--- config.mk ---
export PLATFORM = sky130hd
export DESIGN_NAME = cos_top
export DESIGN_NICKNAME = d
export VERILOG_FILES = /design/src/cos_pkg.sv /design/src/cos_hold.sv /design/src/cos_event.sv /design/src/cos_top.sv
export VERILOG_INCLUDE_DIRS = /design/src /design/src/src
export SDC_FILE = /design/constraint.sdc
export NUM_CORES = 1
export LEC_CHECK = 0
export ABC_CLOCK_PERIOD_IN_PS = 2800
export BUFFER_PORTS_ARGS = -buffer_cell sky130_fd_sc_hd__buf_4
export CAP_MARGIN = 20
export CORE_ASPECT_RATIO = 0.75
export CORE_MARGIN = 10
export CORE_UTILIZATION = 35
export CTS_BUF_LIST = sky130_fd_sc_hd__clkbuf_16
export DETAILED_ROUTE_END_ITERATION = 16
export PLACE_DENSITY = 0.61
export SLEW_MARGIN = 10
export SYNTH_ARGS = -nofsm -noshare
export SYNTH_HDL_FRONTEND = slang
export SYNTH_HIERARCHICAL = 1
export SYNTH_SLANG_ARGS = --single-unit
--- constraint.sdc ---
create_clock -name core_clk -period 2.8 [get_ports core_clk]
set_clock_uncertainty 0.2 [all_clocks]
set_input_delay 0 -clock core_clk [delete_from_list [all_inputs] [get_ports core_clk]]
set_output_delay 0 -clock core_clk [all_outputs]
set_load 0.02 [all_outputs]
--- src/cos_regs.svh ---
// Constants of the combined overcurrent status block.
// Assumes it is included by the package and by the modules cos_hold and cos_top.
`ifndef COS_REGS_SVH
`define COS_REGS_SVH

// ********************************************************************
// Widths and limits
// ********************************************************************
`define COS_DLY_W 16
`define COS_CUR_W 16
`define COS_PH_N 3
`define COS_STAGES_MAX 32

// ********************************************************************
// Reset values
// ********************************************************************
`define COS_EN_RST 1'b1
`define COS_REP_RST 1'b0
`define COS_DLY_RST 16'h0000
`define COS_CUR_RST 16'h0000

`endif

--- src/cos_pkg.sv ---
// Types shared by the combined overcurrent status block.
// Assumes cos_regs.svh is on the include path.
`default_nettype none
`include "cos_regs.svh"

package cos_pkg;

	// ****************************************************************
	// Carriers
	// ****************************************************************
	typedef struct packed {
		logic [`COS_PH_N-1:0] start;
		logic [`COS_PH_N-1:0] trip;
		logic [`COS_CUR_W-1:0] current;
	} cos_stage_type;

	typedef struct packed {
		logic phase_start_on_event_enable;
		logic phase_start_off_event_enable;
		logic combined_start_on_event_enable;
		logic combined_start_off_event_enable;
		logic phase_trip_on_event_enable;
		logic phase_trip_off_event_enable;
		logic combined_trip_on_event_enable;
		logic combined_trip_off_event_enable;
		logic repeated_fault_event_setting;
		logic [`COS_DLY_W-1:0] start_status_clear_delay;
		logic [`COS_DLY_W-1:0] trip_status_clear_delay;
	} cos_cfg_type;

	typedef struct packed {
		logic [`COS_PH_N-1:0] ph_start_on;
		logic [`COS_PH_N-1:0] ph_start_off;
		logic comb_start_on;
		logic comb_start_off;
		logic [`COS_PH_N-1:0] ph_trip_on;
		logic [`COS_PH_N-1:0] ph_trip_off;
		logic comb_trip_on;
		logic comb_trip_off;
	} cos_evt_type;

endpackage
`default_nettype wire

--- src/cos_hold.sv ---
// One status flag with its clear delay counted in seconds.
// Assumes tick is a one-cycle pulse once a second on core_clk.
`timescale 1ns/100ps
`default_nettype none
`include "cos_regs.svh"

module cos_hold #(
	parameter int DW = `COS_DLY_W
) (
	input wire logic core_clk,
	input wire logic rstn,
	input wire logic raw,
	input wire logic tick,
	input wire logic [DW-1:0] delay,
	output logic flag_q
);

	logic [DW-1:0] cnt_q;
	logic last;

	if (DW < 1 || DW > 32)
	begin
		$error("cos_hold: DW out of range");
	end

	// The first tick after the fall may come at once, so the hold lies
	// between delay-1 and delay whole seconds.
	assign last = (delay == '0) || (tick && (cnt_q == delay - DW'(1)));

	always_ff @(posedge core_clk or negedge rstn)
	begin
		if (!rstn)
			cnt_q <= '0;
		else if (raw || !flag_q)
			cnt_q <= '0;
		else if (tick)
			cnt_q <= cnt_q + DW'(1);
	end

	always_ff @(posedge core_clk or negedge rstn)
	begin
		if (!rstn)
			flag_q <= 1'b0;
		else if (raw)
			flag_q <= 1'b1;
		else if (flag_q && last)
			flag_q <= 1'b0;
	end

	property p_raw_sets;
		@(posedge core_clk) disable iff (!rstn)
		raw |=> flag_q;
	endproperty
	a_raw_sets: assert property (p_raw_sets)
		else $error("Flag not set by a present condition.");

	property p_no_early_clear;
		@(posedge core_clk) disable iff (!rstn)
		flag_q && !raw && !tick && delay != '0 |=> flag_q;
	endproperty
	a_no_early_clear: assert property (p_no_early_clear)
		else $error("Flag cleared without a second tick.");

	property p_zero_clear;
		@(posedge core_clk) disable iff (!rstn)
		flag_q && !raw && delay == '0 |=> !flag_q;
	endproperty
	a_zero_clear: assert property (p_zero_clear)
		else $error("Flag held although the delay is zero.");

	property p_restart;
		@(posedge core_clk) disable iff (!rstn)
		raw ##1 !raw |-> cnt_q == '0;
	endproperty
	a_restart: assert property (p_restart)
		else $error("Clear delay not restarted.");

endmodule
`default_nettype wire

--- src/cos_event.sv ---
// On and off events of a group of flags, one-cycle pulses.
// Assumes flag comes from a flip-flop on core_clk.
`timescale 1ns/100ps
`default_nettype none

module cos_event #(
	parameter int W = 3
) (
	input wire logic core_clk,
	input wire logic rstn,
	input wire logic [W-1:0] flag,
	input wire logic on_en,
	input wire logic off_en,
	input wire logic [W-1:0] on_ok,
	input wire logic [W-1:0] off_ok,
	output logic [W-1:0] on_q,
	output logic [W-1:0] off_q
);

	logic [W-1:0] prev_q;

	if (W < 1)
	begin
		$error("cos_event: W out of range");
	end

	always_ff @(posedge core_clk or negedge rstn)
	begin
		if (!rstn)
			prev_q <= '0;
		else
			prev_q <= flag;
	end

	always_ff @(posedge core_clk or negedge rstn)
	begin
		if (!rstn)
		begin
			on_q <= '0;
			off_q <= '0;
		end
		else
		begin
			on_q <= flag & ~prev_q & {W{on_en}} & on_ok;
			off_q <= ~flag & prev_q & {W{off_en}} & off_ok;
		end
	end

	property p_steady;
		@(posedge core_clk) disable iff (!rstn)
		flag == prev_q |=> on_q == '0 && off_q == '0;
	endproperty
	a_steady: assert property (p_steady)
		else $error("Event raised on a steady flag.");

	property p_on_en;
		@(posedge core_clk) disable iff (!rstn)
		!on_en |=> on_q == '0;
	endproperty
	a_on_en: assert property (p_on_en)
		else $error("On-event raised while disabled.");

	property p_off_en;
		@(posedge core_clk) disable iff (!rstn)
		!off_en |=> off_q == '0;
	endproperty
	a_off_en: assert property (p_off_en)
		else $error("Off-event raised while disabled.");

endmodule
`default_nettype wire

--- src/cos_top.sv ---
// Combined overcurrent status: phase and combined start and trip flags,
// their events, and the latest fault current.
// Assumes stage inputs and sec_tick are driven by logic on core_clk.
`timescale 1ns/100ps
`default_nettype none
`include "cos_regs.svh"

module cos_top #(
	parameter int NS = 8
) (
	input wire logic core_clk,
	input wire logic rstn,
	input wire logic sec_tick,
	input wire logic [NS-1:0] stage_enable,
	input wire cos_pkg::cos_stage_type [NS-1:0] stages,
	input wire logic cfg_wr,
	input wire logic cfg_auth,
	input wire cos_pkg::cos_cfg_type cfg_wdata,
	input wire logic cur_wr,
	input wire logic [`COS_CUR_W-1:0] cur_wdata,
	output logic phase1_start_flag,
	output logic phase2_start_flag,
	output logic phase3_start_flag,
	output logic combined_start_flag,
	output logic phase1_trip_flag,
	output logic phase2_trip_flag,
	output logic phase3_trip_flag,
	output logic combined_trip_flag,
	output logic [`COS_CUR_W-1:0] latest_fault_current,
	output var cos_pkg::cos_evt_type events,
	output var cos_pkg::cos_cfg_type cfg_readback,
	output logic cfg_rejected
);

	// ****************************************************************
	// Helpers
	// ****************************************************************
	function automatic logic [`COS_PH_N-1:0] cos_gather(
		input cos_pkg::cos_stage_type [NS-1:0] st,
		input logic [NS-1:0] en,
		input logic trip
	);
		logic [`COS_PH_N-1:0] acc;
		acc = '0;
		for (int i = 0; i < NS; i++)
		begin
			if (en[i])
				acc = acc | (trip ? st[i].trip : st[i].start);
		end
		return acc;
	endfunction

	// A phase keeps the right to an off-event only if it reported the
	// rise; otherwise suppressed faults would log unpaired off-events.
	function automatic logic [`COS_PH_N-1:0] cos_next_rep(
		input logic [`COS_PH_N-1:0] flag,
		input logic [`COS_PH_N-1:0] rep,
		input logic [`COS_PH_N-1:0] ok
	);
		return flag & (rep | ok);
	endfunction

	// Lowest stage index wins when several stages trip together.
	function automatic logic [`COS_CUR_W-1:0] cos_first(
		input logic [NS-1:0] rise,
		input cos_pkg::cos_stage_type [NS-1:0] st
	);
		logic [`COS_CUR_W-1:0] v;
		v = '0;
		for (int i = NS - 1; i >= 0; i--)
		begin
			if (rise[i])
				v = st[i].current;
		end
		return v;
	endfunction

	if (NS < 1 || NS > `COS_STAGES_MAX)
	begin
		$error("cos_top: NS out of range");
	end

	cos_pkg::cos_cfg_type cfg_q;
	logic rej_q;
	logic [`COS_PH_N-1:0] raw_start;
	logic [`COS_PH_N-1:0] raw_trip;
	logic [`COS_PH_N-1:0] start_flag;
	logic [`COS_PH_N-1:0] trip_flag;
	logic any_start;
	logic any_trip;
	logic comb_start_q;
	logic comb_trip_q;
	logic [`COS_PH_N-1:0] start_rep_q;
	logic [`COS_PH_N-1:0] trip_rep_q;
	logic [`COS_PH_N-1:0] start_on_ok;
	logic [`COS_PH_N-1:0] start_off_ok;
	logic [`COS_PH_N-1:0] trip_on_ok;
	logic [`COS_PH_N-1:0] trip_off_ok;
	logic [NS-1:0] act;
	logic [NS-1:0] act_q;
	logic [NS-1:0] trip_rise;
	logic [`COS_CUR_W-1:0] capture;
	logic [`COS_CUR_W-1:0] cur_q;

	// ****************************************************************
	// Settings
	// ****************************************************************
	always_ff @(posedge core_clk or negedge rstn)
	begin
		if (!rstn)
		begin
			cfg_q.phase_start_on_event_enable <= `COS_EN_RST;
			cfg_q.phase_start_off_event_enable <= `COS_EN_RST;
			cfg_q.combined_start_on_event_enable <= `COS_EN_RST;
			cfg_q.combined_start_off_event_enable <= `COS_EN_RST;
			cfg_q.phase_trip_on_event_enable <= `COS_EN_RST;
			cfg_q.phase_trip_off_event_enable <= `COS_EN_RST;
			cfg_q.combined_trip_on_event_enable <= `COS_EN_RST;
			cfg_q.combined_trip_off_event_enable <= `COS_EN_RST;
			cfg_q.repeated_fault_event_setting <= `COS_REP_RST;
			cfg_q.start_status_clear_delay <= `COS_DLY_RST;
			cfg_q.trip_status_clear_delay <= `COS_DLY_RST;
		end
		else if (cfg_wr && cfg_auth)
			cfg_q <= cfg_wdata;
	end

	always_ff @(posedge core_clk or negedge rstn)
	begin
		if (!rstn)
			rej_q <= 1'b0;
		else
			rej_q <= cfg_wr && !cfg_auth;
	end

	// ****************************************************************
	// Flags
	// ****************************************************************
	assign raw_start = cos_gather(stages, stage_enable, 1'b0);
	assign raw_trip = cos_gather(stages, stage_enable, 1'b1);

	for (genvar p = 0; p < `COS_PH_N; p++)
	begin : g_ph
		cos_hold #(.DW(`COS_DLY_W)) u_start (
			.core_clk(core_clk), .rstn(rstn), .raw(raw_start[p]),
			.tick(sec_tick), .flag_q(start_flag[p]),
			.delay(cfg_q.start_status_clear_delay));
		cos_hold #(.DW(`COS_DLY_W)) u_trip (
			.core_clk(core_clk), .rstn(rstn), .raw(raw_trip[p]),
			.tick(sec_tick), .flag_q(trip_flag[p]),
			.delay(cfg_q.trip_status_clear_delay));
	end

	assign any_start = |start_flag;
	assign any_trip = |trip_flag;

	always_ff @(posedge core_clk or negedge rstn)
	begin
		if (!rstn)
		begin
			comb_start_q <= 1'b0;
			comb_trip_q <= 1'b0;
		end
		else
		begin
			comb_start_q <= any_start;
			comb_trip_q <= any_trip;
		end
	end

	// ****************************************************************
	// Events
	// ****************************************************************
	// With repeats off, only phases that rise while the combined flag is
	// still clear report; later phases of the same fault stay silent.
	assign start_on_ok = cfg_q.repeated_fault_event_setting ?
		'1 : {`COS_PH_N{!comb_start_q}};
	assign trip_on_ok = cfg_q.repeated_fault_event_setting ?
		'1 : {`COS_PH_N{!comb_trip_q}};
	assign start_off_ok = cfg_q.repeated_fault_event_setting ?
		'1 : start_rep_q;
	assign trip_off_ok = cfg_q.repeated_fault_event_setting ?
		'1 : trip_rep_q;

	always_ff @(posedge core_clk or negedge rstn)
	begin
		if (!rstn)
		begin
			start_rep_q <= '0;
			trip_rep_q <= '0;
		end
		else
		begin
			start_rep_q <= cos_next_rep(start_flag, start_rep_q, start_on_ok);
			trip_rep_q <= cos_next_rep(trip_flag, trip_rep_q, trip_on_ok);
		end
	end

	cos_event #(.W(`COS_PH_N)) u_ev_ph_start (
		.core_clk(core_clk), .rstn(rstn), .flag(start_flag),
		.on_en(cfg_q.phase_start_on_event_enable),
		.off_en(cfg_q.phase_start_off_event_enable),
		.on_ok(start_on_ok), .off_ok(start_off_ok),
		.on_q(events.ph_start_on), .off_q(events.ph_start_off));

	cos_event #(.W(1)) u_ev_comb_start (
		.core_clk(core_clk), .rstn(rstn), .flag(comb_start_q),
		.on_en(cfg_q.combined_start_on_event_enable),
		.off_en(cfg_q.combined_start_off_event_enable),
		.on_ok(1'b1), .off_ok(1'b1),
		.on_q(events.comb_start_on), .off_q(events.comb_start_off));

	cos_event #(.W(`COS_PH_N)) u_ev_ph_trip (
		.core_clk(core_clk), .rstn(rstn), .flag(trip_flag),
		.on_en(cfg_q.phase_trip_on_event_enable),
		.off_en(cfg_q.phase_trip_off_event_enable),
		.on_ok(trip_on_ok), .off_ok(trip_off_ok),
		.on_q(events.ph_trip_on), .off_q(events.ph_trip_off));

	cos_event #(.W(1)) u_ev_comb_trip (
		.core_clk(core_clk), .rstn(rstn), .flag(comb_trip_q),
		.on_en(cfg_q.combined_trip_on_event_enable),
		.off_en(cfg_q.combined_trip_off_event_enable),
		.on_ok(1'b1), .off_ok(1'b1),
		.on_q(events.comb_trip_on), .off_q(events.comb_trip_off));

	// ****************************************************************
	// Latest fault current
	// ****************************************************************
	for (genvar s = 0; s < NS; s++)
	begin : g_act
		assign act[s] = stage_enable[s] && (|stages[s].trip);
	end

	assign trip_rise = act & ~act_q;
	assign capture = cos_first(trip_rise, stages);

	always_ff @(posedge core_clk or negedge rstn)
	begin
		if (!rstn)
			act_q <= '0;
		else
			act_q <= act;
	end

	// A fresh fault outranks a simultaneous software write.
	always_ff @(posedge core_clk or negedge rstn)
	begin
		if (!rstn)
			cur_q <= `COS_CUR_RST;
		else if (|trip_rise)
			cur_q <= capture;
		else if (cur_wr)
			cur_q <= cur_wdata;
	end

	assign phase1_start_flag = start_flag[0];
	assign phase2_start_flag = start_flag[1];
	assign phase3_start_flag = start_flag[2];
	assign phase1_trip_flag = trip_flag[0];
	assign phase2_trip_flag = trip_flag[1];
	assign phase3_trip_flag = trip_flag[2];
	assign combined_start_flag = comb_start_q;
	assign combined_trip_flag = comb_trip_q;
	assign latest_fault_current = cur_q;
	assign cfg_readback = cfg_q;
	assign cfg_rejected = rej_q;

	// ****************************************************************
	// Checks
	// ****************************************************************
	property p_comb_start;
		@(posedge core_clk) disable iff (!rstn)
		any_start != comb_start_q |=> comb_start_q == $past(any_start);
	endproperty
	a_comb_start: assert property (p_comb_start)
		else $error("Combined start flag not the OR of phases.");

	property p_comb_trip;
		@(posedge core_clk) disable iff (!rstn)
		any_trip ##1 !any_trip |-> comb_trip_q;
	endproperty
	a_comb_trip: assert property (p_comb_trip)
		else $error("Combined trip flag dropped early.");

	property p_disabled;
		@(posedge core_clk) disable iff (!rstn)
		stage_enable == '0 && !any_start && !any_trip |=>
			!any_start && !any_trip;
	endproperty
	a_disabled: assert property (p_disabled)
		else $error("Disabled stage raised a flag.");

	property p_cfg_reject;
		@(posedge core_clk) disable iff (!rstn)
		cfg_wr && !cfg_auth |=> rej_q && cfg_q == $past(cfg_q);
	endproperty
	a_cfg_reject: assert property (p_cfg_reject)
		else $error("Unauthorised setting write accepted.");

	property p_cfg_take;
		@(posedge core_clk) disable iff (!rstn)
		cfg_wr && cfg_auth |=> !rej_q && cfg_q == $past(cfg_wdata);
	endproperty
	a_cfg_take: assert property (p_cfg_take)
		else $error("Authorised setting write lost.");

	property p_suppress;
		@(posedge core_clk) disable iff (!rstn)
		!cfg_q.repeated_fault_event_setting |=>
			(events.ph_trip_on == '0 || !$past(comb_trip_q)) &&
			(events.ph_start_on == '0 || !$past(comb_start_q));
	endproperty
	a_suppress: assert property (p_suppress)
		else $error("Repeated trip event of a growing fault.");

	property p_capture;
		@(posedge core_clk) disable iff (!rstn)
		|trip_rise |=> cur_q == $past(capture);
	endproperty
	a_capture: assert property (p_capture)
		else $error("Fault current not captured.");

	property p_cur_wr;
		@(posedge core_clk) disable iff (!rstn)
		cur_wr && trip_rise == '0 |=> cur_q == $past(cur_wdata);
	endproperty
	a_cur_wr: assert property (p_cur_wr)
		else $error("Fault current write lost.");

endmodule
`default_nettype wire

# --- Yosys cells after proc, flatten, opt, wreduce, memory -nomap -nowiden ---
# Cells that the tools add are included.
op_classes:
  n_reduce_logical: 69
  n_addsub: 8
  bitwise: 48
  mux: 54
  eq_ne: 6
op_table:
  columns: ["op", "count"]
  rows:
  - ["$mux 16", 22]
  - ["$add 16x1->16 const B", 6]
  - ["$eq 16x16->1", 6]
  - ["$mux 3", 20]
  - ["$or 3x3->3", 16]
  - ["$and 3x3->3", 14]
  - ["$logic_not 16->1", 2]
  - ["$sub 16x1->16 const B", 2]
  - ["$reduce_or 3->1", 10]
  - ["$reduce_bool 2->1", 13]
  - ["$logic_and 1x1->1", 22]
  - ["$logic_or 1x1->1", 12]
  - ["$mux 1", 12]
  - ["$not 3->3", 4]
  - ["$logic_not 1->1", 9]
  - ["$and 1x1->1", 8]
  - ["$and 8x8->8", 1]
  - ["$not 8->8", 1]
  - ["$reduce_or 8->1", 1]
  - ["$not 1->1", 4]
totals:
  output_inout_bits: 82
  register_bits: 200
  inputBits: 247
  word_cells: 227

# --- Depth between registers and ports, before layout ---
# Gate-level depths: netlist (run 1).
logic_depth:
  depth_word: 17
  depth_mapped: 9
  depth_no_buf: 8

# --- Modules after synthesis ---
# Netlist (run 1), hierarchy kept.
modules_own_cells:
  columns: ["module", "cells_per_inst", "instances", "seq_area_each_um2", "area_each_um2"]
  rows:
  - ["cos_hold (g_ph[0].u_start ...)", 168, 5, 425.4, 1430.1]
  - ["cos_top", 441, 1, 1861.8, 4628.2]
  - ["cos_hold (g_ph[2].u_trip)", 165, 1, 425.4, 1407.6]
  - ["cos_event (u_ev_ph_start ...)", 15, 2, 225.2, 285.3]
  - ["cos_event (u_ev_comb_start ...)", 5, 2, 75.1, 95.1]

# --- Worst setup path before layout (run 1) ---
# OpenSTA, ideal clock, no wires.
synth_timing:
  kind: "register to register"
  start: "register cfg_q (netlist bit cfg_readback[16])"
  end: "register g_ph[0].u_start.flag_q"
  n_path_buf: 0
  required_ns: 2.469
  setup_slack_ns: 0.147
  stages_incl_launch_ff: 9
  setup_time_ns: 0.131
  t_arrival_ns: 2.322
  synth_period_minus_slack_ns: 2.653
  cell_sequence: "dfrtp_1 > inv_1 > ha_1 > xor2_1 > nand4b_1 > or4_1 > nor4_1 > o2111a_1 > a31oi_1"
synth_between:
  elab_chain_cells: 6
  elab_cells_between_ends: 7
  cone_classes: "add/sub: 1; eq/ne: 1; reduce/logical: 5"
synth_lines:
  columns: ["item", "line", "rtl"]
  rows:
  - ["start, declared", "cos_top.sv:83", "cos_pkg::cos_cfg_type cfg_q;"]
  - ["start signal, assigned", "cos_top.sv:125", "cfg_q <= cfg_wdata;"]
  - ["$sub 16x1->16", "cos_hold.sv:28", "assign last = (delay == '0) || (tick && (cnt_q == delay - DW'(1)));"]
  - ["$eq 16x16->1", "cos_hold.sv:28", null]
  - ["$logic_and 1x1->1", "cos_hold.sv:28", null]
  - ["$logic_or 1x1->1 (*)", "cos_hold.sv:28", null]
  - ["$logic_and 1x1->1 (*)", "cos_hold.sv:46", "else if (flag_q && last)"]
  - ["$reduce_bool 2->1 (no line) (*)", null, null]
  - ["end signal, assigned", "cos_hold.sv:43", "flag_q <= 1'b0;"]
  - ["end signal, assigned", "cos_hold.sv:45", "flag_q <= 1'b1;"]
  - ["end signal, assigned", "cos_hold.sv:47", "flag_q <= 1'b0;"]
  - ["end, declared", "cos_hold.sv:15", "output logic flag_q"]
# Mark *: on every way between the ends. The rest lies on a longest branch, timed or not.
# A chain may end at the register's enable or synchronous reset.

# --- Final worst setup path (run 1) ---
layout_timing:
  start: "register act_q[5]"
  end: "register cur_q[8] (netlist: latest_fault_current[8])"
layout_between:
  elab_chain_cells: 9
  elab_cells_between_ends: 11
  cone_classes: "mux: 7; bitwise: 2; reduce/logical: 2"
layout_lines:
  columns: ["item", "line", "rtl"]
  rows:
  - ["start, declared", "cos_top.sv:100", "logic [NS-1:0] act_q;"]
  - ["start signal, assigned", "cos_top.sv:243", "act_q <= act;"]
  - ["$not 8->8 (*)", "cos_top.sv:235", "assign trip_rise = act & ~act_q;"]
  - ["$and 8x8->8 (*)", "cos_top.sv:235", null]
  - ["$mux 16 (6 in series)", "cos_top.sv:72", "if (rise[i])"]
  - ["$mux 16", "cos_top.sv:251", "else if (|trip_rise)"]
  - ["end signal, assigned", "cos_top.sv:250", "cur_q <= `COS_CUR_RST;"]
  - ["end signal, assigned", "cos_top.sv:252", "cur_q <= capture;"]
  - ["end signal, assigned", "cos_top.sv:254", "cur_q <= cur_wdata;"]
  - ["end, declared", "cos_top.sv:103", "logic [`COS_CUR_W-1:0] cur_q;"]
# Marked as above.

==> results of run 1 <==
## critical path, delay by kind of cell, from the launching register on
kind	cells	cell delay [ns]
simple gates	2	0.60
buf+inv	1	0.55
compound gates	3	0.88
flops	1	0.36
## kinds of logic after synthesis
| group | count (synthesis) |
|---|---|
| xor+xnor | 192 |
| flops | 200 |
| simple gates | 582 |
| compound gates | 292 |
| buf+inv | 134 |
| fa+ha+maj | 12 |
| mux | 73 |
| other cells | 1 |
## timing repair
action,in CTS,in global routing
setup buffers,0,2
endpoints found under the setup margin,0,17
endpoints found under the hold margin,261,0
resized for setup,0,5
hold buffers,189,0
## Yosys cell counts (all sizes together) (11+ instances only)
master / count
dfrtp: 192
nor2: 151
xor2: 97
xnor2: 95
nand2: 66
nand3: 64
inv: 56
nor3: 46
buf: 43
nand4: 42
a31oi: 41
mux2: 41
or3: 39
a21oi: 35
clkbuf: 35
nor4: 31
and3: 27
mux2i: 27
a22oi: 26
o21ai: 22
o2111ai: 21
nor2b: 19
and2: 18
o31ai: 18
a2bb2oi: 17
a311oi: 16
and4b: 16
a311o: 15
o22a: 15
ha: 12
a211o: 11
and4: 11
nand2b: 11
## final timing paths
kind,startpoint,to,slack (ns),depth (start not counted)
hold reg to reg,start_rep_q[2],start_rep_q[2],0.28,1
hold / removal,stages[126],g_ph[0].u_trip/flag_q,0.02,6
setup reg to reg,act_q[5],latest_fault_current[8],0.06,6
min in group asynchronous,rstn,g_ph[0].u_start/cnt_q[11],0.49,3
setup / recovery,act_q[5],latest_fault_current[8],0.06,6
max in group asynchronous,rstn,cfg_readback[36],0.98,4
## layer usage
layer  GRT usage  share of wire  routed length, µm  vias up
met3      0.0569          0.089               5060      128
met4      0.0763          0.030               1730        0
met2       0.363           0.44              25100      771
li1            -              -                  -     6568
met5           0              0                  0        -
met1       0.307           0.44              25000     6942
## power by group through the flow
stage | Combinational (mW) | Clock [mW] | Sequential, mW
after global routing | 2.99 | 2.75 | 3.43
after detailed placement | 2.47 | 0 | 3.45
after CTS | 2.73 | 2.64 | 3.39
after floorplan | 1.19 | 0 | 3.54
after global placement | 2.45 | 0 | 3.45
final | 2.79 | 2.56 | 3.41
## stage by stage
step | util | worst slack (ns) | total power [mW] | instance area [µm²]
2_1_floorplan | - | 0.147 | 4.74 | 14000
3_3_place_gp | 0.435 | 0.224 | 5.89 | 17200
3_5_place_dp | 0.435 | 0.199 | 5.92 | 17200
4_1_cts | 0.498 | 0.0232 | 8.76 | 19600
5_1_grt | 0.499 | 0.0104 | 9.18 | 19700
6_report | 0.499 | 0.0576 | 8.76 | 19700
## cell type report
class	count	area, µm²	share of cell area
antenna	2	5.00	0.000254
clock buffer	17	425	0.0216
clock inverter	15	159	0.00807
inverter	56	210	0.0107
multi-input combinational	1155	8360	0.425
sequential	200	5010	0.255
tap	520	651	0.0331
timing repair buffer	575	4860	0.247
## flip-flops by register name, summed over array words and instances, names as in the netlist, 3 cells and up
name / cells
u_ev_ph_trip/off_q: 3
act_q: 8
latest_fault_current: 16
g_ph.u_trip/flag_q: 3
u_ev_ph_start/off_q: 3
cfg_readback: 41
u_ev_ph_trip/on_q: 3
g_ph.u_trip/cnt_q: 48
u_ev_ph_start/on_q: 3
g_ph.u_start/flag_q: 3
start_rep_q: 3
g_ph.u_start/cnt_q: 48
u_ev_ph_trip/prev_q: 3
trip_rep_q: 3
u_ev_ph_start/prev_q: 3
==> results.md, run 1 <==
* Run status: completed
* Vias in the first global route at 14.3k
* Commonest cells after routing, fill and taps aside: buf_4, dfrtp_1, dlygate4sd3_1
* Cell area after synthesis at 13900 µm²
* Areal power density over the cells at 445 nW/µm²
* Share of the clock period used by the worst path after layout at 0.979
* Slowest CP cell: dlygate4sd3_1
* Biggest area consumer among synthesized cells: dfrtp_1
* Std-Cell Core Area at 39400 µm²
* Combinational group share of total power at 0.318
* Worst path cell trace: nor2b_1 > nand2_2 > o22a_1 > dlygate4sd3_1 > a311oi_1 > o31ai_1
* Type of the worst min-delay path: in -> reg
* Power share of the clock group at 0.293
* Crit path DAT at 2.84 ns
* Sink Count at 200
* First-pass iteration count of the detailed router at 7
* Cell count after synthesis at 1486
* Count of warnings emitted by yosys at 6
* Maximum number of buffers from clock root to sink at 2
* Main flop type after synthesis: dfrtp_1
* Starting density of the core at 0.354
* Number of antenna violations at the first check in global routing at 2
* CTS tree: built
* Reg power frac at 0.389
* Number of cells after detailed placement at 2315
* Number of fill cells at 3565
* Clock latency on the worst-skew pair at 0.45 ns
* Kind of critical path: reg -> reg
* Setup TNS at 0 ns
* Per-cell via count in the routed design at 5.67
* Total CTS buffers at 17
* Final nets at 2264
* Leading cell type in the layout, fill and taps excluded: buf_4
* Area share of the leading cell type in the synthesized netlist at 0.344
* Post-synthesis register bit count at 200
* Gr ovfl total at 0
* F_max at 365 MHz
* Pin count of the biggest net entering global routing at 83
* Worst Path Max Fanout at 16
* Static leakage at 8.12 nW
* Number of buffer cells added on primary ports at 328
* Peak supply drop at 0.371 mV
* Combinational family with the most area after synthesis: simple AND/OR/NAND/NOR gates
* Number of cell rows at 63
* Setup repair after global routing missed its margin: false
* Sw Pwr at 2.97 mW
* Final setup fails at 0
* Via count of the routed design at 14.4k
* Maximum single-stage delay on the critical path at 0.55 ns
* Synth top area cells: dfrtp_1, xor2_1, xnor2_1
* Detailed-route wire length per cell at 22.4 µm
* Share of the yosys chip area belonging to registers at 0.360
* Library cell used as clock root buffer: clkbuf_16
* Post-route antenna net violation count at 0
* Die width at 251 µm
* Worst slew margin at 0.486
* Die H at 193 µm
* Number of DRC violations after detailed-routing iteration 0 at 1455
* Final slew viol count at 0
* EDFF count, synth at 0
* Total wire length after detailed routing at 56900 µm
* Nature of the critical path endpoint: register
* Max-Cap Viols at 0
* Post-DP HPWL at 41500 µm
* Smallest hold slack at 0.0228 ns
* Share of synthesized cell area in full adder, half adder and majority cells at 0.0108
* GRT Overall Usage at 0.231
* DRC Markers at 0
* Average size of a mapped cell at 9.39 µm²
* Slew at the pin closest to its max-slew limit at 0.771 ns
* Yosys cell types at 83
* Top-level I/O count at 329
* Cell Int Power at 5.78 mW
* Post-synthesis xor/xnor area fraction at 0.121
* Number of hold violations in the final report at 0
* Sw frac at 0.340
* Startpoint Class: register
* Proportion of layout cells with a drive suffix above 1 at 0.263
* Clock transition time at the flip-flop clock pins of the worst setup and hold paths at 0.07 ns
* Compound-Gate Fraction of Synth Area at 0.164
* Period minus WS final at 2.74 ns
* Area delta synth->final at 41.1%
* Global-route wire length before repair at 88200 µm
* Full die area at 48300 µm²
* Share of synthesized registers carrying an async set or reset at 1.00
* Number of H-tree branching levels at 4
* Routability congestion estimate from global placement at 0.941
* Non-Filler Instances at 2540
* Worst path required time at 2.90 ns
* Post-Synth Simple-Gate Area at 0.241
* Portion of netlist area occupied by mux cells at 0.0606
Note: power is estimated with default switching activity, not from simulation.
==> inputs of run 2 (changes only) <==
BUFFER_PORTS_ARGS = not set   (was -buffer_cell sky130_fd_sc_hd__buf_4)
CORE_MARGIN = 5   (was 10)
DONT_BUFFER_PORTS = 1   (was not set)
PLACE_DENSITY = 0.54   (was 0.61)
==> results.md, run 2 (synthesized netlist as in run 1, its figures left out) <==
* Crit path top cell by count: dlygate4sd3_1
* Detailed-route wire length per cell at 22.8 µm (+1.6%)
* Type of the worst min-delay path: in -> async
* Commonest cells after routing, fill and taps aside: dlygate4sd3_1, dfrtp_1, nor2_1
* Number of antenna violations at the first check in global routing at 6 (+4)
* Number of cell rows at 63 (unchanged)
* Number of hold violations in the final report at 200 (+200)
* Failing checks: negative hold slack
* Worst path cell trace: dlygate4sd3_1 > a22oi_1 > dlygate4sd3_1 > nand4_1 > dlygate4sd3_1 > a21oi_1 > a31oi_1
* Proportion of layout cells with a drive suffix above 1 at 0.131 (-0.132)
* CTS tree: built
* Setup repair after global routing missed its margin: false
* Slew at the pin closest to its max-slew limit at 0.814 ns (+0.0423 ns)
* Die width at 241 µm (-4.0%)
* Kind of critical path: in -> reg
* Nature of the critical path endpoint: register
* Number of H-tree branching levels at 4 (unchanged)
* Final setup fails at 0 (unchanged)
* Top-level I/O count at 329 (unchanged)
* Vias in the first global route at 13.1k (-8.6%)
* Startpoint Class: input port
* Leading cell type in the layout, fill and taps excluded: dlygate4sd3_1
* Max-Cap Viols at 0 (unchanged)
* Worst slew margin at 0.458 (-0.0282)
* F_max at 368 MHz (+0.85%)
* Number of fill cells at 3731 (+4.7%)
* Number of buffer cells added on primary ports at 0 (-100%)
* Die H at 183 µm (-5.2%)
* Share of the clock period used by the worst path after layout at 0.971 (-0.00825)
* First-pass iteration count of the detailed router at 5 (-2)
* Worst path required time at 2.93 ns (+0.03 ns)
* Maximum single-stage delay on the critical path at 0.80 ns (+0.25 ns)
* Area delta synth->final at 27.1%
* Library cell used as clock root buffer: clkbuf_16
* Period minus WS final at 2.72 ns (-0.0231 ns)
* Via count of the routed design at 13.2k (-8.3%)
* Final nets at 1992 (-12%)
* Non-Filler Instances at 2271 (-11%)
* Setup TNS at 0 ns (unchanged)
* Final slew viol count at 0 (unchanged)
* Crit path DAT at 2.85 ns (about the same)
* Total CTS buffers at 17 (unchanged)
* GRT Overall Usage at 0.226 (-0.00529)
* Post-DP HPWL at 36400 µm (-12%)
* Areal power density over the cells at 472 nW/µm² (+6.0%)
* Peak supply drop at 0.423 mV (+14%)
* Slowest CP cell: dlygate4sd3_1
* Total wire length after detailed routing at 51700 µm (-9.1%)
* Maximum number of buffers from clock root to sink at 2 (unchanged)
* Run status: finished, violations left
* Per-cell via count in the routed design at 5.82 (+2.6%)
* Smallest hold slack at -0.962 ns (-0.985 ns)
* Clock transition time at the flip-flop clock pins of the worst setup and hold paths at 0.08 ns (about the same)
* Worst Path Max Fanout at 7 (-9)
* Number of cells after detailed placement at 2007 (-13%)
* Static leakage at 6.77 nW (-17%)
* Starting density of the core at 0.354 (unchanged)
* Number of DRC violations after detailed-routing iteration 0 at 1137 (-22%)
* Routability congestion estimate from global placement at 0.902 (-4.1%)
* Pin count of the biggest net entering global routing at 201 (+140%)
* Sink Count at 200 (unchanged)
* Post-layout utilization of the core at 0.450 (-0.0497)
* DRC Markers at 0 (unchanged)
* Full die area at 44000 µm² (-9.0%)
* Post-route antenna net violation count at 0 (unchanged)
* Clock latency on the worst-skew pair at 0.46 ns (about the same)
* Global-route wire length before repair at 78200 µm (-11%)
* Gr ovfl total at 0 (unchanged)
* Std-Cell Core Area at 39400 µm² (unchanged)
[run 2: changes by cell type in the layout (fill, tap and decap cells not counted), moves of 2 or more]
cell and delta:
buf_4 -304, clkinvlp_4 +5, clkinv_1 -3, dlygate4sd3_1 +35, diode_2 +3, buf_12 -2, clkinv_2 -2
[run 2: power breakdown]
part,total (mW),internal (mW),leakage [nW],switching [mW]
logic,2.30,1.09,3.97,1.20
registers,3.45,3.04,2.53,0.414
clock network,2.61,1.41,0.276,1.20
[run 2: path summary, 6_finish.rpt]
kind / start / to / slack, ns / cells after the start
worst min-delay path: rstn / g_ph[2].u_start/cnt_q[10] / -0.96 / 0
worst max register to register: act_q[5] / latest_fault_current[12] / 0.08 / 6
min in group core_clk: stages[71] / latest_fault_current[5] / 0.03 / 4
worst min register to register: trip_rep_q[1] / trip_rep_q[1] / 0.29 / 1
worst max-delay path: stage_enable[3] / g_ph[2].u_trip/flag_q / 0.08 / 7
max in group asynchronous: rstn / cfg_readback[34] / 2.98 / 0
[run 2: cell type report]
type | count | area (µm²) | share of cell area
inverters | 56 | 210 | 0.0119
multi-input cells | 1155 | 8360 | 0.472
diodes | 5 | 12.5 | 0.000706
clock inverters | 15 | 175 | 0.00988
flip-flops and latches | 200 | 5020 | 0.283
clock buffers | 17 | 425 | 0.0240
well taps | 520 | 651 | 0.0367
repair buffers | 303 | 2870 | 0.162
[run 2: per-stage QoR]
| stage | setup slack (ns) | power (mW) | hold WS [ns] | cell area, µm² |
|---|---|---|---|---|
| final | 0.0807 | 8.36 | -0.962 | 17700 |
| after global routing | 0.0101 | 8.75 | -0.999 | 17700 |
| after detailed placement | 0.105 | 5.38 | -0.489 | 14800 |
| after floorplan | 0.147 | 4.74 | -0.496 | 14000 |
| after global placement | 0.153 | 5.35 | -0.489 | 14800 |
| after CTS | 0.0165 | 8.38 | -0.994 | 17600 |
[run 2: timing repair]
action	in CTS	in global routing
hold buffers	223	2
endpoints found under the hold margin	365	201
endpoints found under the setup margin	0	18
setup buffers	0	1
gates resized for setup	0	8
[run 2: worst max-delay path: cells and delay by family]
family	cells	cell delay, ns
buffers and inverters	3	2.06
AND/OR/NAND/NOR	1	0.35
AO/OA/AOI/OAI	3	0.42
[run 2: per-layer routing]
metal | part of all wire | vias up | track usage
met4 | 0.041 | 2 | 0.0824
li1 | - | 6015 | -
met2 | 0.45 | 633 | 0.360
met1 | 0.43 | 6412 | 0.300
met3 | 0.081 | 154 | 0.0534
met5 | 0.00014 | - | 0
==> inputs of run 3 (changes only) <==
RECOVER_POWER = 100   (was not set)
==> results.md, run 3 (synthesized netlist as in run 1, its figures left out) <==
* Run status: finished, violations left
* Failing checks: negative hold slack
* Worst-case reg-to-reg path depth at 6 (unchanged)
* Vias in the first global route at 13.1k (unchanged)
* Areal power density over the cells at 472 nW/µm² (about the same)
* Worst path required time at 2.93 ns (about the same)
* Max-Cap Viols at 0 (unchanged)
* Commonest cells after routing, fill and taps aside: dlygate4sd3_1, dfrtp_1, nor2_1
* Worst setup path endpoint: g_ph[2].u_trip/flag_q
* Per-cell via count in the routed design at 5.81 (-0.24%)
* Number of buffer cells added on primary ports at 0 (unchanged)
* Number of hold violations in the final report at 200 (unchanged)
* Critical R2R Capture: latest_fault_current[12]
* Overall power at 8.32 mW (-0.46%)
* Family of cells with the greatest summed delay on the critical path: buffers and inverters
* Final nets at 1992 (unchanged)
* Kind of critical path: in -> reg
* Via count of the routed design at 13.2k (-0.24%)
* Slowest CP cell: dlygate4sd3_1
* Number of H-tree branching levels at 4 (unchanged)
* Post-route antenna net violation count at 0 (unchanged)
* CTS tree: built
* Library cell used as clock root buffer: clkbuf_16
* Die H at 183 µm (unchanged)
* Static leakage at 6.69 nW (-1.3%)
* Number of cell rows at 63 (unchanged)
* Area delta synth->final at 26.4%
* Final slew viol count at 0 (unchanged)
* Global-route wire length before repair at 78200 µm (unchanged)
* Smallest hold slack at -0.964 ns (-0.00200 ns)
* Detailed-route wire length per cell at 22.8 µm (unchanged)
* Worst slew margin at 0.189 (-0.269)
* Maximum single-stage delay on the critical path at 0.81 ns (about the same)
* Proportion of layout cells with a drive suffix above 1 at 0.112 (-0.0183)
* Total wire length after detailed routing at 51700 µm (unchanged)
* Worst path cell trace: dlygate4sd3_1 > a22oi_1 > dlygate4sd3_1 > nand4_1 > dlygate4sd3_1 > a21oi_1 > a31oi_1
* Worst Path Max Fanout at 7 (unchanged)
* Leading cell type in the layout, fill and taps excluded: dlygate4sd3_1
* Setup TNS at 0 ns (unchanged)
* Maximum number of buffers from clock root to sink at 2 (unchanged)
* First-pass iteration count of the detailed router at 5 (unchanged)
* Number of fill cells at 3754 (+0.62%)
* Final setup fails at 0 (unchanged)
* Count of buffering cells on the critical path with inverters included at 3 (unchanged)
* Std-Cell Core Area at 39400 µm² (unchanged)
* Full die area at 44000 µm² (unchanged)
* Flop2flop setup slack at 0.09 ns (about the same)
* Clock latency on the worst-skew pair at 0.46 ns (about the same)
* F_max at 366 MHz (-0.36%)
* Top-level I/O count at 329 (unchanged)
* Crit path launch: stage_enable[3]
* Slew at the pin closest to its max-slew limit at 1.22 ns (+0.403 ns)
* Origin of the critical flop-to-flop path: act_q[5]
* Total CTS buffers at 17 (unchanged)
* Crit path DAT at 2.86 ns (about the same)
* WP depth at 7 (unchanged)
* Routability congestion estimate from global placement at 0.902 (unchanged)
* Period minus WS final at 2.73 ns (+0.00981 ns)
* Gr ovfl total at 0 (unchanged)
* Die width at 241 µm (unchanged)
* Peak supply drop at 0.422 mV (-0.38%)
* Nature of the critical path endpoint: register
* Type of the worst min-delay path: in -> async
* Setup repair after global routing missed its margin: false
* GRT Overall Usage at 0.226 (unchanged)
* Clock transition time at the flip-flop clock pins of the worst setup and hold paths at 0.08 ns (about the same)
* Starting density of the core at 0.354 (unchanged)
* Pin count of the biggest net entering global routing at 201 (unchanged)
* Share of the clock period used by the worst path after layout at 0.975 (+0.00350)
* Number of antenna violations at the first check in global routing at 6 (unchanged)
* Crit path top cell by count: dlygate4sd3_1
* Post-DP HPWL at 36400 µm (unchanged)
* Number of DRC violations after detailed-routing iteration 0 at 1094 (-3.8%)
* Startpoint Class: input port
* DRC Markers at 0 (unchanged)
* Sink Count at 200 (unchanged)
-- run 3: cell types whose count changed in the layout (fill, tap and decap cells not counted), moves of 3 or more --
cell | before | now
dfstp_1 | 0 | 8
buf_4 | 76 | 54
and2_0 | 0 | 3
and2_1 | 15 | 12
clkbuf_1 | 0 | 22
dfstp_2 | 8 | 0
-- run 3: power by group --
| part | total, mW | switching (mW) | internal (mW) |
|---|---|---|---|
| registers | 3.45 | 0.414 | 3.03 |
| logic | 2.26 | 1.20 | 1.06 |
| clock network | 2.61 | 1.20 | 1.41 |
| total | 8.32 | 2.82 | 5.50 |
-- run 3: what timing repair did --
| item | CTS | global route |
|---|---|---|
| endpoints found under the hold margin | 365 | 201 |
| setup buffers | 0 | 1 |
| setup endpoints to repair | 0 | 18 |
| gates resized for setup | 0 | 8 |
| hold buffers | 223 | 2 |
-- run 3: how the worst min path moves through the flow --
stage / startpoint / to / slack, ns / cells past startpoint
floorplan: rstn / act_q[0] / -0.50 / 0
global placement: rstn / g_ph[2].u_start/cnt_q[8] / -0.49 / 0
detailed placement: rstn / g_ph[2].u_start/cnt_q[10] / -0.49 / 0
CTS: rstn / g_ph[2].u_start/cnt_q[10] / -0.99 / 0
global route: rstn / g_ph[2].u_start/cnt_q[11] / -1.0 / 0
finish: rstn / g_ph[2].u_start/cnt_q[11] / -0.96 / 0
-- run 3: per-stage QoR --
stage / hold slack [ns] / cells / utilization / worst slack [ns] / instance area (µm²)
6_report: -0.964 / 2271 / 0.447 / 0.0709 / 17600
5_1_grt: -0.999 / 2271 / 0.447 / 0.0101 / 17600
4_1_cts: -0.994 / 2262 / 0.448 / 0.0165 / 17600
3_5_place_dp: -0.489 / 2007 / 0.376 / 0.105 / 14800
3_3_place_gp: -0.489 / 2007 / 0.376 / 0.153 / 14800
2_1_floorplan: -0.496 / 1489 / - / 0.147 / 14000
-- run 3: layout make-up --
cell class              count  area [µm²]  area share
flip-flops and latches    200        5020       0.284
repair buffers            303        2790       0.158
inverters                  56         210      0.0119
clock buffers              17         425      0.0241
multi-input cells        1155        8350       0.474
diodes                      5        12.5    0.000710
well taps                 520         651      0.0369
clock inverters            15         175     0.00993
-- run 3: per-layer routing --
metal	track usage	wire length, µm	part of all wire	vias to the layer above
li1	-	-	-	6020
met1	0.300	22300	0.43	6380
met2	0.360	23300	0.45	638
met3	0.0534	4040	0.078	144
met4	0.0824	2020	0.039	2
met5	0	7	0.00014	-
